`config.mk`:
```
export PLATFORM = sky130hd
export DESIGN_NAME = btcd_top
export DESIGN_NICKNAME = d
export VERILOG_FILES = /design/src/rtl/btcd_pkg.sv /design/src/rtl/btcd_cmp.sv /design/src/rtl/btcd_sync.sv /design/src/rtl/btcd_top.sv
export VERILOG_INCLUDE_DIRS = /design/src /design/src/rtl
export SDC_FILE = /design/constraint.sdc
export NUM_CORES = 1
export LEC_CHECK = 0
export ABC_AREA = 1
export BUFFER_PORTS_ARGS = -buffer_cell sky130_fd_sc_hd__clkbuf_2
export CAP_MARGIN = 20
export CORE_MARGIN = 1
export CORE_UTILIZATION = 53
export DETAILED_ROUTE_END_ITERATION = 6
export GPL_TIMING_DRIVEN = 1
export PLACE_DENSITY_LB_ADDON = 0.12
export SKIP_LAST_GASP = 1
export SYNTH_ARGS = -nofsm -noshare
export SYNTH_HDL_FRONTEND = slang
export SYNTH_SLANG_ARGS = --single-unit
```
`constraint.sdc`:
```
create_clock -name clk_sys -period 21.4 [get_ports clk_sys]
set_clock_uncertainty 0.1 [all_clocks]
set_input_delay 1.07 -clock clk_sys [delete_from_list [all_inputs] [get_ports clk_sys]]
set_output_delay 1.07 -clock clk_sys [all_outputs]
set_load 0.03 [all_outputs]
```
`src/rtl/btcd_map.svh`:
```
// Register offsets, field positions, codes and timing for the board test command decoder
`ifndef BTCD_MAP_SVH
`define BTCD_MAP_SVH

// Register offsets (byte addresses on the register port)
`define BTCD_CTRL_OFF 8'h00
`define BTCD_STATUS_OFF 8'h04
`define BTCD_FAIL_CMD_OFF 8'h08
`define BTCD_FAIL_TIME_OFF 8'h0C
`define BTCD_FAIL_ADDR_OFF 8'h10
`define BTCD_FAIL_CTX_OFF 8'h14
`define BTCD_CMD_BASE 8'h40

// Control bits (write one to act)
`define BTCD_CTRL_START 0
`define BTCD_CTRL_ABORT 1

// Status bits
`define BTCD_ST_BUSY 0
`define BTCD_ST_DONE 1
`define BTCD_ST_FAIL 2
`define BTCD_ST_INVALID 3
`define BTCD_ST_LOOP 4
`define BTCD_ST_UNSYNC 5

// Function digit codes (most significant BCD digit)
`define BTCD_FN_SEND 4'h6
`define BTCD_FN_PWO_A 4'h8
`define BTCD_FN_PWO_B 4'h9
`define BTCD_FN_INH_A 4'h7
`define BTCD_FN_INH_B 4'h1
`define BTCD_FN_LOOP 4'h4
`define BTCD_FN_END 4'h2

// Mode digit bit positions (bit 3 is ignored)
`define BTCD_MODE_STAT 0
`define BTCD_MODE_PRTOFF 1
`define BTCD_MODE_AUTODEC 2

// Report codes and limits
`define BTCD_ERR_INVALID 8'hEE
`define BTCD_UNSYNC_BIT 6'h37
`define BTCD_RDATA_RST 32'h0000_0000

// Timing in ns
`define BTCD_CLK_NS 4
`define BTCD_KEY_DOWN_NS 400
`define BTCD_KEY_UP_NS 400
`define BTCD_PWO_NS 2000

`endif

```
`src/rtl/btcd_pkg.sv`:
```
// Types and the function digit decoder shared by the board test command decoder
`include "btcd_map.svh"
package btcd_pkg;

	// Sequencer states, Gray coded along idle-sync-fetch-key-release
	typedef enum logic [2:0] {
		BTCD_IDLE = 3'h0,
		BTCD_SYNC = 3'h1,
		BTCD_FETCH = 3'h3,
		BTCD_KEYDN = 3'h2,
		BTCD_KEYUP = 3'h6,
		BTCD_PWO = 3'h7,
		BTCD_DONE = 3'h5,
		BTCD_FAIL = 3'h4
	} btcd_state_e;

	// Actions a command can request
	typedef enum logic [2:0] {
		BTCD_ACT_SEND = 3'h0,
		BTCD_ACT_INHIBIT = 3'h1,
		BTCD_ACT_PWO = 3'h2,
		BTCD_ACT_LOOP = 3'h3,
		BTCD_ACT_END = 3'h4,
		BTCD_ACT_INVALID = 3'h5
	} btcd_act_e;

	// Function digit to action; anything undefined is rejected
	function automatic btcd_act_e btcd_decode(input logic [3:0] fdig);
		case (fdig)
			`BTCD_FN_SEND: btcd_decode = BTCD_ACT_SEND;
			`BTCD_FN_PWO_A, `BTCD_FN_PWO_B: btcd_decode = BTCD_ACT_PWO;
			`BTCD_FN_INH_A, `BTCD_FN_INH_B: btcd_decode = BTCD_ACT_INHIBIT;
			`BTCD_FN_LOOP: btcd_decode = BTCD_ACT_LOOP;
			`BTCD_FN_END: btcd_decode = BTCD_ACT_END;
			default: btcd_decode = BTCD_ACT_INVALID;
		endcase
	endfunction : btcd_decode

endpackage : btcd_pkg

```
`src/rtl/btcd_cmp.sv`:
```
// Signal comparator: mismatch flag and lowest failing signal number
`timescale 1ns/1ps
module btcd_cmp #(
	parameter int NSIG = 100
) (
	input wire logic [NSIG-1:0] dut_sig,
	input wire logic [NSIG-1:0] ref_sig,
	output logic mismatch,
	output logic [7:0] err_idx
);

	logic [NSIG-1:0] diff;

	assign diff = dut_sig ^ ref_sig;
	assign mismatch = |diff;

	// Scan high to low so the lowest-numbered failing signal wins
	always_comb begin
		err_idx = 8'h00;
		for (int i = NSIG - 1; i >= 0; i--) begin
			if (diff[i]) begin
				err_idx = 8'(i);
			end
		end
	end

endmodule : btcd_cmp

```
`src/rtl/btcd_sync.sv`:
```
// Two flip-flop synchroniser for the board-side pins
`timescale 1ns/1ps
module btcd_sync #(
	parameter int W = 8
) (
	input wire logic clk_sys,
	input wire logic rst,
	input wire logic [W-1:0] din,
	output logic [W-1:0] dout
);

	logic [W-1:0] meta_q;

	// First stage feeds only the second stage
	always_ff @(posedge clk_sys or posedge rst) begin
		if (rst) begin
			meta_q <= '0;
			dout <= '0;
		end else begin
			meta_q <= din;
			dout <= meta_q;
		end
	end

endmodule : btcd_sync

```
`src/rtl/btcd_top.sv`:
```
// Board test command decoder: command store, sequencer, comparison and failure report
`timescale 1ns/1ps
`include "btcd_map.svh"

//Contract
// - Each command is four BCD digits; the top digit picks the function.
// - Function 6 sends the keycode to both boards and compares them.
// - Function 8 or 9 drives the power-on reset pulse to the boards.
// - Function 7 or 1 applies the keycode with comparison inhibited.
// - Function 4 applies its keycode, then loops back to the command in slot 0.
// - Function 2 ends the test; no further commands run.
// - Second digit 4 gives automatic decimal, 2 printer off, held while keying.
// - Second digit top bit ignored; low bit marks the statistics keyblock.
// - The two low digits are the keycode applied to the boards.
// - A failure reports last command, keycode, word time and bit time.
// - Failure at command number 0 means the boards never synchronised.
// - A failure bit time above 55 flags probable loss of synchronisation.
// - Report holds previous address, current address, ROM group and active ROM.
// - Report holds the instruction stream type, shared or input/output only.
// - Report shows whether the last word select came from a ROM.
// - Report flags a storage to C register transfer in progress.
// - ROM field names one of eight ROMs: two quads of four.
// - Any compared signal mismatch stops the test and captures the failure.
// - The error number is the lowest-numbered failing signal.
module btcd_top #(
	parameter int NSIG = 100,
	parameter int WORD_W = 10,
	parameter int ADDR_W = 12,
	parameter int CMD_DEPTH = 16
) (
	input wire logic clk_sys,
	input wire logic rst,
	input wire logic [7:0] reg_addr,
	input wire logic [31:0] reg_wdata,
	input wire logic reg_wstb,
	input wire logic reg_rstb,
	output logic [31:0] reg_rdata,
	output logic [7:0] key_code,
	output logic key_valid,
	output logic auto_decimal,
	output logic printer_off,
	output logic stat_block,
	output logic power_on_reset_pulse,
	input wire logic [NSIG-1:0] dut_sig,
	input wire logic [NSIG-1:0] ref_sig,
	input wire logic ref_sync,
	input wire logic [WORD_W-1:0] word_time,
	input wire logic [5:0] bit_time,
	input wire logic [ADDR_W-1:0] rom_addr,
	input wire logic [2:0] rom_group,
	input wire logic [2:0] rom_sel,
	input wire logic io_only_instruction_stream,
	input wire logic word_select_from_rom,
	input wire logic storage_to_c_transfer
);

	localparam int CTX_W = 2 * NSIG + WORD_W + ADDR_W + 16;
	localparam int IDX_W = $clog2(CMD_DEPTH);
	localparam logic [15:0] KEY_DOWN_CYC =
		16'((`BTCD_KEY_DOWN_NS + `BTCD_CLK_NS - 1) / `BTCD_CLK_NS);
	localparam logic [15:0] KEY_UP_CYC =
		16'((`BTCD_KEY_UP_NS + `BTCD_CLK_NS - 1) / `BTCD_CLK_NS);
	localparam logic [15:0] PWO_CYC = 16'((`BTCD_PWO_NS + `BTCD_CLK_NS - 1) / `BTCD_CLK_NS);

	logic [NSIG-1:0] dut_s;
	logic [NSIG-1:0] ref_s;
	logic ref_sync_s;
	logic [WORD_W-1:0] word_s;
	logic [5:0] bit_s;
	logic [ADDR_W-1:0] addr_s;
	logic [2:0] group_s;
	logic [2:0] rom_s;
	logic io_only_s;
	logic ws_rom_s;
	logic storage_to_c_transfer_s;
	logic [CTX_W-1:0] ctx_s;

	btcd_pkg::btcd_state_e state_q;
	btcd_pkg::btcd_act_e act_q;
	btcd_pkg::btcd_act_e cur_act;
	logic [15:0] cmd_mem [CMD_DEPTH];
	logic [15:0] cur_cmd;
	logic [15:0] cmd_q;
	logic [IDX_W-1:0] pc_q;
	logic [7:0] cmd_num_q;
	logic [15:0] cnt_q;
	logic last_slot;
	logic mismatch;
	logic [7:0] err_idx;
	logic cmp_en;
	logic fail_evt;
	logic start;
	logic abort;
	logic [7:0] cmd_off;
	logic cmd_hit;
	logic [IDX_W-1:0] wr_idx;
	logic [ADDR_W-1:0] cur_addr_q;
	logic [ADDR_W-1:0] last_addr_q;
	logic done_q;
	logic fail_q;
	logic invalid_q;
	logic loop_q;
	logic [7:0] f_num_q;
	logic [15:0] f_cmd_q;
	logic [WORD_W-1:0] f_word_q;
	logic [5:0] f_bit_q;
	logic [ADDR_W-1:0] f_last_q;
	logic [ADDR_W-1:0] f_cur_q;
	logic [7:0] f_err_q;
	logic [2:0] f_group_q;
	logic [2:0] f_rom_q;
	logic f_io_q;
	logic f_ws_q;
	logic f_storage_to_c_transfer_q;
	logic f_unsync;

	// Every board pin is asynchronous to clk_sys
	btcd_sync #(
		.W(CTX_W)
	) u_sync (
		.clk_sys(clk_sys),
		.rst(rst),
		.din({dut_sig, ref_sig, ref_sync, word_time, bit_time, rom_addr, rom_group, rom_sel,
			io_only_instruction_stream, word_select_from_rom, storage_to_c_transfer}),
		.dout(ctx_s)
	);
	assign {dut_s, ref_s, ref_sync_s, word_s, bit_s, addr_s, group_s, rom_s,
		io_only_s, ws_rom_s, storage_to_c_transfer_s} = ctx_s;

	btcd_cmp #(
		.NSIG(NSIG)
	) u_cmp (
		.dut_sig(dut_s),
		.ref_sig(ref_s),
		.mismatch(mismatch),
		.err_idx(err_idx)
	);

	// Register port decode
	assign cmd_off = reg_addr - `BTCD_CMD_BASE;
	assign cmd_hit = (reg_addr >= `BTCD_CMD_BASE) && (int'(cmd_off[7:2]) < CMD_DEPTH)
		&& (cmd_off[1:0] == 2'h0);
	assign wr_idx = cmd_off[IDX_W+1:2];
	assign start = reg_wstb && (reg_addr == `BTCD_CTRL_OFF) && reg_wdata[`BTCD_CTRL_START];
	assign abort = reg_wstb && (reg_addr == `BTCD_CTRL_OFF) && reg_wdata[`BTCD_CTRL_ABORT];

	// Command store, one 4-digit command per word; the controller does the packing
	always_ff @(posedge clk_sys) begin
		if (reg_wstb && cmd_hit) begin
			cmd_mem[wr_idx] <= reg_wdata[15:0];
		end
	end

	assign cur_cmd = cmd_mem[pc_q];
	assign cur_act = btcd_pkg::btcd_decode(cur_cmd[15:12]);
	assign last_slot = (int'(pc_q) == CMD_DEPTH - 1);

	// Compare during sync (command 0) and around non-inhibited keycodes
	assign cmp_en = (state_q == btcd_pkg::BTCD_SYNC)
		|| (((state_q == btcd_pkg::BTCD_KEYDN) || (state_q == btcd_pkg::BTCD_KEYUP))
		&& ((act_q == btcd_pkg::BTCD_ACT_SEND) || (act_q == btcd_pkg::BTCD_ACT_LOOP)));
	assign fail_evt = (cmp_en && mismatch)
		|| ((state_q == btcd_pkg::BTCD_FETCH) && (cur_act == btcd_pkg::BTCD_ACT_INVALID));

	// Sequencer: one command at a time, in slot order except that a loop command returns to slot 0
	always_ff @(posedge clk_sys or posedge rst) begin
		if (rst) begin
			state_q <= btcd_pkg::BTCD_IDLE;
			act_q <= btcd_pkg::BTCD_ACT_END;
			cmd_q <= 16'h0000;
			pc_q <= '0;
			cmd_num_q <= 8'h00;
			cnt_q <= 16'h0000;
		end else if (abort) begin
			state_q <= btcd_pkg::BTCD_IDLE;
		end else if (start) begin
			state_q <= btcd_pkg::BTCD_SYNC;
			pc_q <= '0;
			cmd_num_q <= 8'h00;
		end else if (fail_evt) begin
			state_q <= btcd_pkg::BTCD_FAIL;
		end else begin
			case (state_q)
				btcd_pkg::BTCD_SYNC: begin
					if (ref_sync_s) begin
						state_q <= btcd_pkg::BTCD_FETCH;
					end
				end
				btcd_pkg::BTCD_FETCH: begin
					cmd_q <= cur_cmd;
					act_q <= cur_act;
					cmd_num_q <= 8'(pc_q) + 8'h01;
					case (cur_act)
						btcd_pkg::BTCD_ACT_PWO: begin
							state_q <= btcd_pkg::BTCD_PWO;
							cnt_q <= PWO_CYC;
						end
						btcd_pkg::BTCD_ACT_END: state_q <= btcd_pkg::BTCD_DONE;
						default: begin
							state_q <= btcd_pkg::BTCD_KEYDN;
							cnt_q <= KEY_DOWN_CYC;
						end
					endcase
				end
				btcd_pkg::BTCD_KEYDN: begin
					cnt_q <= cnt_q - 16'h0001;
					if (cnt_q == 16'h0001) begin
						state_q <= btcd_pkg::BTCD_KEYUP;
						cnt_q <= KEY_UP_CYC;
					end
				end
				btcd_pkg::BTCD_KEYUP, btcd_pkg::BTCD_PWO: begin
					cnt_q <= cnt_q - 16'h0001;
					if (cnt_q == 16'h0001) begin
						if (act_q == btcd_pkg::BTCD_ACT_LOOP) begin
							pc_q <= '0;
							state_q <= btcd_pkg::BTCD_FETCH;
						end else if (last_slot) begin
							state_q <= btcd_pkg::BTCD_DONE;
						end else begin
							pc_q <= pc_q + 1'b1;
							state_q <= btcd_pkg::BTCD_FETCH;
						end
					end
				end
				btcd_pkg::BTCD_IDLE, btcd_pkg::BTCD_DONE, btcd_pkg::BTCD_FAIL: begin
					state_q <= state_q;
				end
				default: state_q <= btcd_pkg::BTCD_IDLE;
			endcase
		end
	end

	// Keycode and mode lines, loaded at fetch so they hold for the whole key cycle
	always_ff @(posedge clk_sys or posedge rst) begin
		if (rst) begin
			key_code <= 8'h00;
			auto_decimal <= 1'b0;
			printer_off <= 1'b0;
			stat_block <= 1'b0;
		end else if (state_q == btcd_pkg::BTCD_FETCH && cur_act != btcd_pkg::BTCD_ACT_PWO
			&& cur_act != btcd_pkg::BTCD_ACT_END && !fail_evt && !abort && !start) begin
			key_code <= cur_cmd[7:0];
			auto_decimal <= cur_cmd[8+`BTCD_MODE_AUTODEC];
			printer_off <= cur_cmd[8+`BTCD_MODE_PRTOFF];
			stat_block <= cur_cmd[8+`BTCD_MODE_STAT];
		end else if (state_q != btcd_pkg::BTCD_KEYDN && state_q != btcd_pkg::BTCD_KEYUP) begin
			auto_decimal <= 1'b0;
			printer_off <= 1'b0;
			stat_block <= 1'b0;
		end
	end

	assign key_valid = (state_q == btcd_pkg::BTCD_KEYDN);
	assign power_on_reset_pulse = (state_q == btcd_pkg::BTCD_PWO);

	// Address history follows the reference board's program counter
	always_ff @(posedge clk_sys or posedge rst) begin
		if (rst) begin
			cur_addr_q <= '0;
			last_addr_q <= '0;
		end else if (addr_s != cur_addr_q) begin
			last_addr_q <= cur_addr_q;
			cur_addr_q <= addr_s;
		end
	end

	// Status flags; a start clears them, a new event in that cycle still sets
	always_ff @(posedge clk_sys or posedge rst) begin
		if (rst) begin
			done_q <= 1'b0;
			fail_q <= 1'b0;
			invalid_q <= 1'b0;
			loop_q <= 1'b0;
		end else begin
			if (start) begin
				done_q <= 1'b0;
				fail_q <= 1'b0;
				invalid_q <= 1'b0;
				loop_q <= 1'b0;
			end
			if (state_q == btcd_pkg::BTCD_FETCH && cur_act == btcd_pkg::BTCD_ACT_END
				&& !abort) begin
				done_q <= 1'b1;
			end
			if (fail_evt && !abort) begin
				fail_q <= 1'b1;
			end
			if (state_q == btcd_pkg::BTCD_FETCH && cur_act == btcd_pkg::BTCD_ACT_INVALID
				&& !abort) begin
				invalid_q <= 1'b1;
			end
			if (state_q == btcd_pkg::BTCD_FETCH && cur_act == btcd_pkg::BTCD_ACT_LOOP
				&& !abort) begin
				loop_q <= 1'b1;
			end
		end
	end

	// Failure snapshot; later mismatches cannot overwrite it since the test has stopped
	always_ff @(posedge clk_sys or posedge rst) begin
		if (rst) begin
			f_num_q <= 8'h00;
			f_cmd_q <= 16'h0000;
			f_word_q <= '0;
			f_bit_q <= 6'h00;
			f_last_q <= '0;
			f_cur_q <= '0;
			f_err_q <= 8'h00;
			f_group_q <= 3'h0;
			f_rom_q <= 3'h0;
			f_io_q <= 1'b0;
			f_ws_q <= 1'b0;
			f_storage_to_c_transfer_q <= 1'b0;
		end else if (fail_evt && !abort && !start) begin
			f_num_q <= (state_q == btcd_pkg::BTCD_FETCH) ? 8'(pc_q) + 8'h01 : cmd_num_q;
			f_cmd_q <= (state_q == btcd_pkg::BTCD_FETCH) ? cur_cmd : cmd_q;
			f_word_q <= word_s;
			f_bit_q <= bit_s;
			f_last_q <= last_addr_q;
			f_cur_q <= cur_addr_q;
			f_err_q <= (cmp_en && mismatch) ? err_idx : `BTCD_ERR_INVALID;
			f_group_q <= group_s;
			f_rom_q <= rom_s;
			f_io_q <= io_only_s;
			f_ws_q <= ws_rom_s;
			f_storage_to_c_transfer_q <= storage_to_c_transfer_s;
		end
	end

	assign f_unsync = fail_q && (f_bit_q > `BTCD_UNSYNC_BIT);

	// Read data stands only in the cycle after the strobe; unmapped reads give zero
	always_ff @(posedge clk_sys or posedge rst) begin
		if (rst) begin
			reg_rdata <= `BTCD_RDATA_RST;
		end else if (!reg_rstb) begin
			reg_rdata <= `BTCD_RDATA_RST;
		end else if (cmd_hit) begin
			reg_rdata <= {16'h0000, cmd_mem[wr_idx]};
		end else begin
			case (reg_addr)
				`BTCD_STATUS_OFF: begin
					reg_rdata <= {21'h000000, state_q, 2'h0, f_unsync, loop_q, invalid_q,
						fail_q, done_q, (state_q != btcd_pkg::BTCD_IDLE
						&& state_q != btcd_pkg::BTCD_DONE && state_q != btcd_pkg::BTCD_FAIL)};
				end
				`BTCD_FAIL_CMD_OFF: reg_rdata <= {f_cmd_q, 8'h00, f_num_q};
				`BTCD_FAIL_TIME_OFF: reg_rdata <= {10'h000, f_bit_q, 16'(f_word_q)};
				`BTCD_FAIL_ADDR_OFF: reg_rdata <= {16'(f_cur_q), 16'(f_last_q)};
				`BTCD_FAIL_CTX_OFF: begin
					reg_rdata <= {13'h0000, f_storage_to_c_transfer_q, f_ws_q, f_io_q, 2'h0, f_rom_q,
						f_group_q, f_err_q};
				end
				default: reg_rdata <= `BTCD_RDATA_RST;
			endcase
		end
	end
endmodule : btcd_top

```
==> metrics.yaml <==
detail-route-antenna-nets: 0
finalCritPeriodShare: 0.2900
clkPwrFrac: 0.375
pwr-share-seq: 0.473
final-setup-viol-count: 0
die_w_um: 256.9
drive_gt1_frac: 0.1821
synth_nets: 3115
synth_flop_cell: "dfrtp_1"
groute.usage.overall: 0.2700
drtPass1Iterations: 6
hold_class: "reg -> reg"
wl_per_cell_um: 21.28
area_growth_pct: 17.08
wl_met2_mm: 41.14
crit_path_max_fanout: 78
worstSetupEndpointType: "flop"
timing.setup.tns_ps: 0
cts_buffers: 94
min_path_cells: 0
whs_ps: 242.9
cts_buffer_depth: 3
r2r_end: "cnt_q[15]"
core_area_um2: 64350
cts_setup_buffers: 0
wl_met1_mm: 34.44
fp.dieArea_um2: 65980
clock_sinks: 934
rr_worst_depth: 21
vias: 22850
grt_max_degree: 160
place.gp.congestion: 0.8564
combPwrFrac: 0.152
crit_type: "reg -> reg"
place_hpwl_mm: 57.30
regToRegStartpoint: "pc_q[0]"
cts_root_buffer: "clkbuf_16"
ir_drop_mv: 0.08328
internal_power_mw: 3.165
maxSlewHeadroom: 0.2836
route.met3.wl_mm: 8.372
worst_pin_slew_ps: 1071
synthesis.area_um2: 34430
finalHoldViolCount: 0
max_freq_ghz: 0.1611
ios: 327
die_h_um: 256.9
multiInputGateArea_um2: 8740
grt_overflow: 0
grt_first_pass_wirelength_mm: 135.3
status: "complete, no violations"
powerDensity_nw_per_um2: 109.4
grt_setup_unrepaired: "no"
synth_area_per_cell_um2: 12.16
antenna_found_initial: 15
synth_edf_count: 256
route.top_layer_used: "met5"
worstPathRequired_ps: 21830
cp-start-kind: "flop"
hp-start: "u_sync.meta_q[27]"
viasPerCell: 5.583
cts_htree_levels: 3
holdBufCountCts: 0
ys_seq_area_frac: 0.7162
initial_core_util: 0.5350
cpMostUsedCell: "nand2_1"
fill_cells: 4909
drc_errors: 0
final_max_slew_viol_count: 0
cp_slowest_cell: "dfrtp_4"
cts_resized: 0
num-nets-final: 3445
ys_warn_count: 0
core.rowCount: 93
p_leak_nw: 17.22
critPathMaxStageDelay_ps: 970
min_period_ps: 6206
path_cells: "inv_2, buf_4, o21ai_0, o22ai_1, o211ai_1, nand2_1, nor3b_1, inv_1, nand2_1, a41oi_1, nand2_1, nand2_1, nor2_2, nand3_1, inv_2, nand3_1, nor2_1, inv_2, nor3_1, a31oi_1, nor3b_1"
seq_area_um2: 24660
dr.first_iter.drc_count: 2794
routed_wl_mm: 87.11
synth_cell_types: 49
insertion_delay_ps: 670
holdPathEnd: "u_sync.dout[27]"
arrival_ps: 6640
maxCapViolCount: 0
port_buffers: 310
p_sw_mw: 1.242
cts_tree: "done"
clk_pin_slew_ps: 60
r2r_slack_ps: 15190
async_flop_share: 0.7259
ys_ff_latch: 934
grt_pass1_vias: 23790
syn_inst: 2830
swShare: 0.2818
[sequential cells by signal, summed over array words and instances (netlist names), 4 cells and up]
name           count
f_num_q            8
u_sync.dout      238
last_addr_q       12
cmd_q             16
u_sync.meta_q    238
cmd_mem          256
f_cmd_q           16
pc_q               4
f_err_q            8
cur_addr_q        12
f_word_q          10
cmd_num_q          8
f_last_q          12
f_bit_q            6
reg_rdata         32
cnt_q             16
f_cur_q           12
key_code           8
[critical path, delay by kind of cell (launching register included)]
| kind | cells | cell delay (ps) |
|---|---|---|
| and+or+nand+nor | 11 | 2380 |
| buffers and inverters | 5 | 1460 |
| AOI/OAI and AO/OA | 5 | 1100 |
| DFF | 1 | 970 |
[area by class of cell]
class / count / share of cell area
inverter: 159 / 0.01534
timing repair buffer: 359 / 0.04973
sequential: 934 / 0.6119
tap: 855 / 0.02654
clock inverter: 40 / 0.01291
multi-input combinational: 1612 / 0.2168
antenna: 3 / 0.0001863
clock buffer: 131 / 0.06653
[Yosys cell counts, drive strengths merged, types with 2 or more instances]
cell,instances,area [um^2]
a211oi,2,15.01
a21oi,81,405.4
a221oi,17,148.9
a22o,3,26.28
a22oi,46,345.3
a31oi,12,75.07
a32o,5,50.05
a41oi,7,61.31
buf,8,41.29
clkbuf,117,439.2
clkinv,6,22.52
dfrtp,677,16940
edfxtp,256,7687
ha,3,37.54
inv,152,570.6
mux2,9,101.4
nand2,501,1886
nand3,32,160.2
nand4,4,25.02
nor2,284,1066
nor3,20,100.1
nor3b,5,37.54
nor4,9,56.30
o211ai,32,240.2
o21ai,275,1376
o21bai,4,30.03
o221ai,47,411.6
o22ai,82,513.0
o31ai,4,30.03
o32ai,2,17.52
xnor2,98,1226
xor2,20,175.2
[per-stage QoR]
step | cell area [um^2] | power [mW] | worst slack (ps) | util | instances
5_1_grt | 40300 | 4.607 | 14140 | 0.6263 | 4092
3_5_place_dp | 37040 | 2.777 | 15230 | 0.5756 | 3917
3_3_place_gp | 36950 | 2.749 | 15250 | 0.5742 | 3911
4_1_cts | 40240 | 4.433 | 15140 | 0.6254 | 4088
6_report | 40300 | 4.408 | 15190 | 0.6263 | 4093
2_1_floorplan | 34430 | 2.566 | 1225 | - | 2830
[power by group through the flow]
stage	combinational (mW)	sequential (mW)	clock, mW
after global routing	0.751	2.10	1.76
after CTS	0.667	2.08	1.68
after detailed placement	0.661	2.12	0
after global placement	0.639	2.11	0
after floorplan	0.458	2.11	0
final	0.669	2.09	1.65
[layout by cell type (no fill, tap or decap), drive strengths merged, types with 46 or more instances in the layout]
| cell type | n |
|---|---|
| o22ai | 82 |
| a22oi | 46 |
| inv | 154 |
| o221ai | 47 |
| clkbuf | 441 |
| o21ai | 275 |
| xnor2 | 98 |
| dfrtp | 677 |
| a21oi | 81 |
| edfxtp | 256 |
| nand2 | 501 |
| buf | 49 |
| nor2 | 284 |
[how the worst max path moves through the flow]
stage | from | endpoint | slack, ps | cells past startpoint
after floorplan | rst | act_q[0] | 1230 | 1
after global placement | u_sync.dout[135] | f_err_q[0] | 15250 | 100
after detailed placement | u_sync.dout[135] | f_err_q[0] | 15230 | 100
after CTS | u_sync.dout[135] | f_err_q[0] | 15140 | 100
after global routing | u_sync.dout[136] | f_err_q[0] | 14140 | 103
final | pc_q[0] | cnt_q[15] | 15190 | 21
[per-layer routing]
metal,up-vias,GRT usage
met5,-,0
met4,22,0.09821
met3,214,0.06541
met2,1104,0.4303
met1,11160,0.3631
li1,10350,-
[cells by family after synthesis]
| logic type | Yosys count | share of synthesized area |
|---|---|---|
| multiplexers | 9 | 0.002944 |
| AO/OA/AOI/OAI | 623 | 0.1098 |
| buffers and inverters | 284 | 0.03169 |
| adder cells (fa/ha/maj) | 3 | 0.001090 |
| XOR/XNOR | 118 | 0.04071 |
| flip-flops | 934 | 0.7162 |
| AND/OR/NAND/NOR | 859 | 0.09759 |
Note: power is estimated with default switching activity, not from simulation.
